[src/sync_serial_frame_engine_cfg.svh]
// Constants of the synchronous serial port frame engine
`ifndef SYNC_SERIAL_FRAME_ENGINE_CFG_SVH
`define SYNC_SERIAL_FRAME_ENGINE_CFG_SVH

// ----------------------------------------
// Widths
// ----------------------------------------
`define SSFE_WORD_W 16
`define SSFE_DIV_W 8
`define SSFE_IDX_W 4

// ----------------------------------------
// Word lengths, as top bit index
// ----------------------------------------
`define SSFE_MIN_TOP 4'h3
`define SSFE_CMD_TOP 4'h7

// ----------------------------------------
// Pin levels at reset
// ----------------------------------------
`define SSFE_SCLK_RST 1'b0
`define SSFE_FRAME_RST 1'b1
`define SSFE_TX_RST 1'b0

`endif

[src/sync_serial_frame_engine_pkg.sv]
// Types of the synchronous serial port frame engine
`include "sync_serial_frame_engine_cfg.svh"

package sync_serial_frame_engine_pkg;

    // ----------------------------------------
    // Modes and states
    // ----------------------------------------
    typedef enum logic [1:0] {FMT_SPI, FMT_PULSE, FMT_CMDRSP} format_t;

    typedef enum logic [2:0] {ST_IDLE, ST_START, ST_CMD, ST_WAIT, ST_BITS, ST_TAIL} state_t;

    // ----------------------------------------
    // Carriers
    // ----------------------------------------
    typedef struct packed {
        logic enable;
        format_t format;
        logic clkPhase;
        logic clkInvert;
        logic [`SSFE_IDX_W-1:0] dataSize;
        logic [`SSFE_DIV_W-1:0] divider;
    } port_cfg_t;

    typedef struct packed {
        logic serialClock;
        logic frameSelectLine;
        logic portTransmitLine;
    } serial_pins_t;

endpackage : sync_serial_frame_engine_pkg

[src/sync_serial_frame_engine.sv]
// Serial frame engine of the synchronous serial port master
`timescale 1ns/100ps

`include "sync_serial_frame_engine_cfg.svh"

// What this block does
// RL1: Words are 4 to 16 bits as programmed, sent most significant bit first.
// RL2: Serial clock idles low and toggles only while a word is transferred.
// RL3: SPI and command-response frame line is active low for the whole frame.
// RL4: Pulse format raises frame line one clock period from a rising edge.
// RL5: Command-response: data changes on falling edge, captured on rising edge.
// RL6: Pulse format: data changes on rising edge, captured on falling edge.
// RL7: SPI offers selectable clock edge and phase, four configurations.
// RL8: Command-response sends 8-bit command, ignores receive, then reads 4-16 bits.
// RL9: Slave decodes command in one wait clock, then drives reply on falling edges.
// RL10: Pulse format pulses frame and loads word, first bit on next rising edge.
// RL11: Pulse format stores received word half a period after last bit capture, on a rising edge only when a next word follows.
// RL12: Transmit line keeps last bit when idle, goes zero on disable or reset.
// RL13: SPI and command-response idle: clock low, frame high, transmit keeps last bit.
// RL14: SPI frame fall loads word, first bit half a period later, with a clock edge only when clkPhase differs from clkInvert.
// RL15: SPI slave drives first reply bit as soon as frame goes low.
// RL16: Single transfer: frame rises one period after last capture, storing word.
// RL17: Slave may release receive line after last capture or at frame rise.
// RL18: Continuous SPI and command-response transfers keep frame low, words back to back, stored at once.
// RL19: Continuous command-response: next command follows the last reply bit.
// RL20: Command-response frame starts on a command write, first bit at frame fall.
// RL21: Pulse format holds clock and frame low while idle.
// RL22: With no next word at frame end, return to the format's idle levels.
module sync_serial_frame_engine
    import sync_serial_frame_engine_pkg::*;
(
    // Clock and reset
    input wire logic sys_clk,
    input wire logic rst,
    // Configuration
    input wire port_cfg_t portCfg,
    // Transmit words
    input wire logic txValid,
    input wire logic [`SSFE_WORD_W-1:0] txData,
    output logic txReady,
    // Received words
    output logic rxValid,
    output logic [`SSFE_WORD_W-1:0] rxData,
    // Status
    output logic busy,
    // Serial pins
    output serial_pins_t pinsOut,
    input wire logic portReceiveLine
);

    // ----------------------------------------
    // Declarations
    // ----------------------------------------
    state_t state_reg;
    state_t stateNext;
    logic half_reg;
    logic halfNext;
    logic [`SSFE_IDX_W-1:0] bitIdx_reg;
    logic [`SSFE_IDX_W-1:0] bitNext;
    logic [`SSFE_IDX_W-1:0] sizeTop;
    logic [`SSFE_DIV_W-1:0] divCount_reg;
    logic [`SSFE_WORD_W-1:0] txWord_reg;
    logic [`SSFE_WORD_W-1:0] driveSrc;
    logic [`SSFE_WORD_W-1:0] rxShift_reg;
    logic rxMeta_reg;
    logic rxSync_reg;
    logic halfTick;
    logic lastBit;
    logic loadWord;
    logic driveBit;
    logic sampleBit;
    logic storeRx;
    logic highHalf;
    logic sclkNext;
    logic frameNext;
    format_t fmt;
    logic sclk_reg;
    logic frame_reg;
    logic txLine_reg;

    // One flop per pin, gathered here so each pin has a single driver
    assign pinsOut = '{serialClock: sclk_reg, frameSelectLine: frame_reg, portTransmitLine: txLine_reg};
    assign fmt = portCfg.format;
    assign halfTick = (divCount_reg == portCfg.divider);
    assign lastBit = (bitIdx_reg == '0);
    assign txReady = loadWord;
    assign busy = (state_reg != ST_IDLE);
    assign driveSrc = loadWord ? txData : txWord_reg;

    // Reserved sizes below four bits are raised to four
    assign sizeTop = (portCfg.dataSize < `SSFE_MIN_TOP) ? `SSFE_MIN_TOP : portCfg.dataSize; // RL1

    // ----------------------------------------
    // Receive line synchroniser
    // ----------------------------------------
    // Two cycles of latency; a half period of three cycles or more keeps sampling correct
    always_ff @(posedge sys_clk)
    begin
        if (rst)
        begin
            rxMeta_reg <= 1'b0;
            rxSync_reg <= 1'b0;
        end
        else
        begin
            rxMeta_reg <= portReceiveLine;
            rxSync_reg <= rxMeta_reg;
        end
    end

    // ----------------------------------------
    // Half period divider
    // ----------------------------------------
    // Stopped while idle so every frame starts on a fresh half period
    always_ff @(posedge sys_clk)
    begin
        if (rst || state_reg == ST_IDLE || halfTick)
            divCount_reg <= '0;
        else
            divCount_reg <= divCount_reg + 1'b1;
    end

    // ----------------------------------------
    // Sequencer decisions
    // ----------------------------------------
    always_comb
    begin
        stateNext = state_reg;
        halfNext = half_reg;
        bitNext = bitIdx_reg;
        loadWord = 1'b0;
        driveBit = 1'b0;
        sampleBit = 1'b0;
        storeRx = 1'b0;
        if (!portCfg.enable)
        begin
            stateNext = ST_IDLE;
            halfNext = 1'b0;
        end
        else
        begin
            case (state_reg)
                ST_IDLE:
                begin
                    if (txValid)
                    begin
                        loadWord = 1'b1;
                        halfNext = 1'b0;
                        if (fmt == FMT_CMDRSP)
                        begin
                            stateNext = ST_CMD; // RL20
                            bitNext = `SSFE_CMD_TOP;
                            driveBit = 1'b1;
                        end
                        else
                        begin
                            stateNext = ST_START; // RL10 RL14
                            bitNext = sizeTop;
                        end
                    end
                end
                ST_START:
                begin
                    if (halfTick)
                    begin
                        if (fmt == FMT_PULSE && !half_reg)
                            halfNext = 1'b1; // RL4
                        else
                        begin
                            stateNext = ST_BITS;
                            halfNext = 1'b0;
                            driveBit = 1'b1; // RL10 RL14
                        end
                    end
                end
                ST_CMD:
                begin
                    if (halfTick)
                    begin
                        if (!half_reg)
                            halfNext = 1'b1;
                        else if (lastBit)
                        begin
                            stateNext = ST_WAIT; // RL8
                            halfNext = 1'b0;
                        end
                        else
                        begin
                            halfNext = 1'b0;
                            bitNext = bitIdx_reg - 1'b1;
                            driveBit = 1'b1; // RL5
                        end
                    end
                end
                ST_WAIT:
                begin
                    // One idle clock for the slave to decode the command
                    if (halfTick)
                    begin
                        if (!half_reg)
                            halfNext = 1'b1;
                        else
                        begin
                            stateNext = ST_BITS; // RL9
                            halfNext = 1'b0;
                            bitNext = sizeTop;
                        end
                    end
                end
                ST_BITS:
                begin
                    if (halfTick)
                    begin
                        if (!half_reg)
                        begin
                            halfNext = 1'b1;
                            sampleBit = 1'b1; // RL5 RL6
                        end
                        else if (!lastBit)
                        begin
                            halfNext = 1'b0;
                            bitNext = bitIdx_reg - 1'b1;
                            // Reply phase is half duplex: the line keeps the last command bit
                            driveBit = (fmt != FMT_CMDRSP); // RL8
                        end
                        else if (txValid)
                        begin
                            storeRx = 1'b1; // RL18 RL11
                            loadWord = 1'b1;
                            halfNext = 1'b0;
                            if (fmt == FMT_PULSE)
                            begin
                                stateNext = ST_START; // RL4
                                bitNext = sizeTop;
                            end
                            else if (fmt == FMT_CMDRSP)
                            begin
                                stateNext = ST_CMD; // RL19
                                bitNext = `SSFE_CMD_TOP;
                                driveBit = 1'b1;
                            end
                            else
                            begin
                                bitNext = sizeTop; // RL18
                                driveBit = 1'b1;
                            end
                        end
                        else if (fmt == FMT_PULSE)
                        begin
                            storeRx = 1'b1; // RL11
                            stateNext = ST_IDLE; // RL22
                        end
                        else
                        begin
                            stateNext = ST_TAIL;
                            halfNext = 1'b0;
                        end
                    end
                end
                ST_TAIL:
                begin
                    if (halfTick)
                    begin
                        storeRx = 1'b1; // RL16
                        stateNext = ST_IDLE; // RL22
                    end
                end
                default:
                    stateNext = ST_IDLE;
            endcase
        end
    end

    // ----------------------------------------
    // Sequencer state
    // ----------------------------------------
    always_ff @(posedge sys_clk)
    begin
        if (rst)
        begin
            state_reg <= ST_IDLE;
            half_reg <= 1'b0;
            bitIdx_reg <= '0;
        end
        else
        begin
            state_reg <= stateNext;
            half_reg <= halfNext;
            bitIdx_reg <= bitNext;
        end
    end

    // ----------------------------------------
    // Transmit path
    // ----------------------------------------
    always_ff @(posedge sys_clk)
    begin
        if (rst)
            txWord_reg <= '0;
        else if (loadWord)
            txWord_reg <= txData;
    end

    always_ff @(posedge sys_clk)
    begin
        if (rst || !portCfg.enable)
            txLine_reg <= `SSFE_TX_RST; // RL12 RL13
        else if (driveBit)
            txLine_reg <= driveSrc[bitNext]; // RL1
    end

    // ----------------------------------------
    // Receive path
    // ----------------------------------------
    // Shifting into a cleared register leaves the word right justified, upper bits zero
    always_ff @(posedge sys_clk)
    begin
        if (rst || loadWord)
            rxShift_reg <= '0;
        else if (sampleBit)
            rxShift_reg <= {rxShift_reg[`SSFE_WORD_W-2:0], rxSync_reg};
    end

    always_ff @(posedge sys_clk)
    begin
        if (rst)
        begin
            rxValid <= 1'b0;
            rxData <= '0;
        end
        else
        begin
            rxValid <= storeRx;
            if (storeRx)
                rxData <= rxShift_reg;
        end
    end

    // ----------------------------------------
    // Clock and frame pins
    // ----------------------------------------
    always_comb
    begin
        case (fmt)
            FMT_PULSE: highHalf = 1'b0; // RL6
            FMT_CMDRSP: highHalf = 1'b1; // RL5
            default: highHalf = !portCfg.clkPhase; // RL7
        endcase
        case (stateNext)
            ST_BITS: sclkNext = (halfNext == highHalf) ^ (fmt == FMT_SPI && portCfg.clkInvert); // RL7
            ST_CMD: sclkNext = halfNext;
            ST_WAIT: sclkNext = halfNext;
            ST_START: sclkNext = (fmt == FMT_PULSE) && !halfNext; // RL4
            default: sclkNext = 1'b0; // RL2
        endcase
        if (fmt == FMT_PULSE)
            frameNext = (stateNext == ST_START); // RL4 RL21
        else
            frameNext = (stateNext == ST_IDLE); // RL3 RL13
    end

    always_ff @(posedge sys_clk)
    begin
        if (rst)
        begin
            sclk_reg <= `SSFE_SCLK_RST;
            frame_reg <= `SSFE_FRAME_RST;
        end
        else
        begin
            sclk_reg <= sclkNext; // RL2
            frame_reg <= frameNext; // RL3
        end
    end
endmodule : sync_serial_frame_engine

[config.mk]
export PLATFORM = sky130hd
export DESIGN_NAME = sync_serial_frame_engine
export DESIGN_NICKNAME = d
export VERILOG_FILES = /design/src/sync_serial_frame_engine_pkg.sv /design/src/sync_serial_frame_engine.sv
export VERILOG_INCLUDE_DIRS = /design/src
export SDC_FILE = /design/constraint.sdc
export NUM_CORES = 1
export LEC_CHECK = 0
export BUFFER_PORTS_ARGS = -buffer_cell sky130_fd_sc_hd__buf_4
export CAP_MARGIN = 20
export CELL_PAD_IN_SITES_DETAIL_PLACEMENT = 2
export CELL_PAD_IN_SITES_GLOBAL_PLACEMENT = 2
export CORE_UTILIZATION = 33
export DETAILED_ROUTE_END_ITERATION = 16
export GPL_ROUTABILITY_DRIVEN = 0
export PLACE_DENSITY = 0.82
export SETUP_SLACK_MARGIN = 0.15
export SLEW_MARGIN = 20
export SYNTH_ARGS = -nofsm -noshare
export SYNTH_HDL_FRONTEND = slang
export SYNTH_SLANG_ARGS = --single-unit
[constraint.sdc]
create_clock -name sys_clk -period 4.4 [get_ports sys_clk]
set_clock_uncertainty 0.05 [all_clocks]
set_input_delay 1.32 -clock sys_clk [delete_from_list [all_inputs] [get_ports sys_clk]]
set_output_delay 1.32 -clock sys_clk [all_outputs]
set_load 0.03 [all_outputs]
# Yosys cells after proc, flatten, opt, wreduce, memory -nomap -nowiden
# Cells that the tools add are included.
# classes
n_addsub	2
n_lt_le_gt_ge	2
n_eq_ne	14
mux	82
bitwise_logic	1
reduce_logical	18
# op_table
op	n
$mux 4	14
$mux 3	17
$mux 1	40
$pmux 3 s6	1
$mux 16	1
$pmux 4 s4	1
$eq 3x2->1 const B	4
$eq 3x3->1 const B	3
$add 8x1->8 const B	1
$eq 8x8->1	1
$pmux 1 s4	2
$eq 3x1->1 const B	2
$logic_not 3->1	2
$pmux 1 s2	3
$lt 4x5->1 const B	1
$bmux 1 s4	1
$logic_not 1->1	4
$logic_not 4->1	1
$logic_or 1x1->1	4
$lt 4x2->1 const B	1
$reduce_or 2->1	2
$sub 4x1->4 const B	1
$logic_and 1x1->1	3
$pmux 1 s3	1
other kinds (8)	8
# totals
ff_bits	70

# Depth between registers and ports, before layout
# depth
depth_word	12
depth_mapped	13

# Worst setup path before layout
# No wires, ideal clock.
# synth_timing
path_type	input to output
startpoint	input port portCfg[3] (netlist name)
endpoint	output port txReady
arrival_ns	2.886
t_required_ns	3.030
path_slack_ns	0.144
stages	7
n_path_buf	2
cell_sequence	xnor2_1 -> nand2_1 -> nor4_2 -> a21oi_1 -> inv_1 -> buf_2 -> buf_1
# synth_between
elab_chain_cells	4
# synth_rtl
item	line_no	text
start, declared	sync_serial_frame_engine.sv:36	input wire port_cfg_t portCfg,
$eq 8x8->1	sync_serial_frame_engine.sv:84	assign halfTick = (divCount_reg == portCfg.divider);
$mux 1	sync_serial_frame_engine.sv:212	if (halfTick)
$pmux 1 s2	sync_serial_frame_engine.sv:142	case (state_reg)
$mux 1	sync_serial_frame_engine.sv:135	if (!portCfg.enable)
end, declared	sync_serial_frame_engine.sv:40	output logic txReady,
# No other way between the ends.

# Worst setup path in the final report
# Ends and elaborated chain as after synthesis.

==> impl_metrics.py <==
metrics = {
    "worst_setup_path": {
        "worstRegToRegCells": 10,
        "worstReg2RegEnd": "txLine_reg",
        "setup.worst_path.start_class": "primary input",
        "timing_worst_setup_path_type": "in -> out",
        "kind_of_end_point_of_the_critical_path": "primary output",
        "cp.required_ns": 3.03,
        "worst_ep_arrival_time_ns": 2.59,
        "crit_path_max_fanout": 2,
        "reg2reg_from": "state_reg[2]",
        "r2r_setup_slack_ns": 0.60,
    },
    "power": {
        "power.share.combinational_pct": 13.8,
        "powerDensity_nw_per_um2": 357,
        "power.share.clock_pct": 47.3,
        "static-leakage-power_nw": 1.75,
        "seqPwrFrac_pct": 38.9,
        "power_switching_uw": 452,
        "largest_vdd_supply_drop_mv": 0.174,
        "internal_power_summed_over_all_cells_mw": 1.24,
        "netSwitchingFraction_pct": 26.7,
    },
    "timing": {
        "period_minus_slack_ns": 3.96,
        "final.period_utilization_pct": 90.1,
        "finalSetupViolCount": 0,
        "worst_pin_slew_ns": 0.871,
        "final_hold_viols": 0,
        "maxClockFrequency_mhz": 252,
        "slew_headroom_pct": 41.9,
        "rsz0062_at_grt": "no",
        "finalMaxSlewViolations": 0,
        "setup_tns_ns": 0,
    },
    "synthesis": {
        "synth_sequential_area_ratio_pct": 36.0,
        "netlist.area_leader.share_pct": 36.0,
        "yosys-top-cells-area": "sky130_fd_sc_hd__dfxtp_1 36%, sky130_fd_sc_hd__nand2_1 11%, sky130_fd_sc_hd__a21oi_1 8.4%",
        "synth-async-reset-ratio_pct": 0,
        "synth_edf_count": 0,
        "mappedNetlistArea_sq_um": 3890,
        "yosys_warnings": 0,
        "ys_top_cells_by_count": "117 x sky130_fd_sc_hd__nand2_1, 70 x sky130_fd_sc_hd__dfxtp_1, 65 x sky130_fd_sc_hd__a21oi_1",
        "yosysMostFrequentCell": "sky130_fd_sc_hd__nand2_1",
        "synth.ff_latch_count": 70,
        "synth_top_area_cell": "sky130_fd_sc_hd__dfxtp_1",
        "netlist_instances": 503,
        "yosys_most_used_dff": "sky130_fd_sc_hd__dfxtp_1",
        "synth_nets": 547,
        "distinct_cell_type_count_after_synthesis": 74,
        "syn_avg_cell_area_sq_um": 7.73,
    },
    "global_route": {
        "grt_antenna_before_repair": 0,
        "grt_pass1_vias": 4338,
        "groute.usage.overall_pct": 23.1,
        "grt_start_max_net_pins": 43,
        "first_pass_grt_wire_length_mm": 22.5,
        "grt_overflow_total": 0,
    },
    "min_path": {
        "worstHoldStart": "rxSync_reg",
        "hold_depth": 2,
        "timing.hold.worst.class": "reg -> reg",
        "worst_hold_path.endpoint": "rxShift_reg[0]",
    },
    "clock_tree": {
        "tritoncts": "built",
        "cts-hold-fix-buffers": 0,
        "number_of_cells_upsized_or_downsized_after_cts": 0,
        "clk_path_buf_depth": 2,
        "cts-root-buf": "sky130_fd_sc_hd__clkbuf_16",
        "cts.reportedPaths.clkPinSlew_ns": 0.06,
        "insertion_delay_ns": 0.33,
        "cts_setup_buffers": 0,
        "cts_buffers": 9,
        "cts_num_sinks": 70,
        "htreeDepth": 3,
    },
    "job": {
        "max-cap-violations": 0,
    },
    "drt": {
        "wire_length_after_detailed_routing_mm": 14.0,
        "final_antenna_net_count": 0,
        "wire_per_inst_um": 20.0,
        "routed_via_density": 5.62,
        "post-route-drc-count": 0,
        "route.vias.total": 3927,
        "detailedRoute.firstIterationViolations": 174,
        "drt-pass1-iter-count": 4,
    },
    "floorplanning": {
        "floorplan.die_area_sq_um": 12200,
        "number_of_top_level_pins": 59,
        "core_sq_um": 11500,
        "floorplan.rows": 39,
        "fp.dieH_um": 111,
        "floorplan.die.width_um": 111,
        "floorplan.initialDensity_pct": 33.9,
    },
    "cells_and_area": {
        "area_delta_synth_final_pct": 21.8,
        "final_layout_size_suffix_gt1_share_pct": 19.8,
        "fin_util_pct": 41.3,
        "layout.nets": 595,
        "antenna_cells": 0,
    },
    "placement": {
        "io_buffer_count": 58,
        "hpwl_reported_at_the_end_of_detailed_placement_mm": 9.53,
    },
    "outcome": {
        "status": "complete, no violations",
    },
}
layout by cell type (no fill, tap or decap), types with 5 or more instances in the layout:
| master | synthesis | final |
|---|---|---|
| sky130_fd_sc_hd__a21oi_1 | 65 | 65 |
| sky130_fd_sc_hd__buf_4 | 5 | 68 |
| sky130_fd_sc_hd__clkbuf_16 | 0 | 9 |
| sky130_fd_sc_hd__dfxtp_1 | 70 | 70 |
| sky130_fd_sc_hd__ha_1 | 7 | 7 |
| sky130_fd_sc_hd__inv_1 | 15 | 15 |
| sky130_fd_sc_hd__mux2i_1 | 6 | 6 |
| sky130_fd_sc_hd__nand2_1 | 117 | 117 |
| sky130_fd_sc_hd__nand2b_1 | 5 | 5 |
| sky130_fd_sc_hd__nand3_1 | 14 | 14 |
| sky130_fd_sc_hd__nor2_1 | 33 | 33 |
| sky130_fd_sc_hd__nor2b_1 | 5 | 5 |
| sky130_fd_sc_hd__nor3_1 | 8 | 8 |
| sky130_fd_sc_hd__o211ai_1 | 5 | 5 |
| sky130_fd_sc_hd__o21ai_0 | 17 | 17 |
| sky130_fd_sc_hd__xnor2_1 | 9 | 9 |
| sky130_fd_sc_hd__xor2_1 | 6 | 6 |
cell families after synthesis:
family | Yosys count | synth area share, %
mux | 8 | 2.22
compound gates | 141 | 24.9
xor+xnor | 15 | 3.38
flops | 70 | 36.0
fa+ha+maj | 7 | 2.25
buf+inv | 48 | 5.95
simple gates | 214 | 25.3
layout make-up:
cell class	count	area (sq um)
Inverter	17	68.8
Clock inverter	6	92.6
Tap cell	143	179
Fill cell	1318	6730
Multi-Input combinational cell	385	2250
Sequential cell	70	1400
Clock buffer	10	229
Timing Repair Buffer	68	510
through the flow:
| step | total power [mW] | cell area, sq um | hold WS (ns) | worst slack [ns] | std cells |
|---|---|---|---|---|---|
| global route | 1.75 | 4740 | 0.425 | 0.326 | 699 |
| floorplan | 0.818 | 3890 | 0.364 | 0.351 | 503 |
| finish | 1.69 | 4740 | 0.382 | 0.437 | 699 |
| detailed placement | 0.901 | 4410 | 0.384 | 0.220 | 683 |
| global placement | 0.890 | 4410 | 0.374 | 0.342 | 683 |
| CTS | 1.71 | 4740 | 0.387 | 0.427 | 699 |
worst max path at each step:
stage	from	to	slack [ns]	depth (start not counted)
floorplan	portCfg[3]	txReady	0.35	7
global placement	portCfg[2]	txLine_reg	0.34	13
detailed placement	portCfg[5]	txLine_reg	0.22	11
CTS	portCfg[3]	txReady	0.43	7
global route	portCfg[5]	txLine_reg	0.33	11
finish	portCfg[3]	txReady	0.44	7
worst max-delay path, stage by stage:
cell,delay (ns)
sky130_fd_sc_hd__buf_4,0.11
sky130_fd_sc_hd__xnor2_1,0.21
sky130_fd_sc_hd__nand2_1,0.12
sky130_fd_sc_hd__nor4_2,0.33
sky130_fd_sc_hd__a21oi_1,0.21
sky130_fd_sc_hd__inv_1,0.12
sky130_fd_sc_hd__buf_4,0.16
power groups by stage:
stage	clock (mW)	combinational [mW]	sequential (mW)
2_1_floorplan	0	0.151	0.667
3_3_place_gp	0	0.219	0.671
3_5_place_dp	0	0.228	0.672
4_1_cts	0.818	0.234	0.658
5_1_grt	0.843	0.253	0.659
6_report	0.801	0.233	0.659
routing by layer:
metal	GRT usage (%)	vias up	part of all wire [%]
li1	-	1856	-
met1	28.4	1966	45
met2	41.5	79	50
met3	3.35	26	3.4
met4	7.02	0	1.7
met5	0	-	0
(Power assumes the default switching activity.)
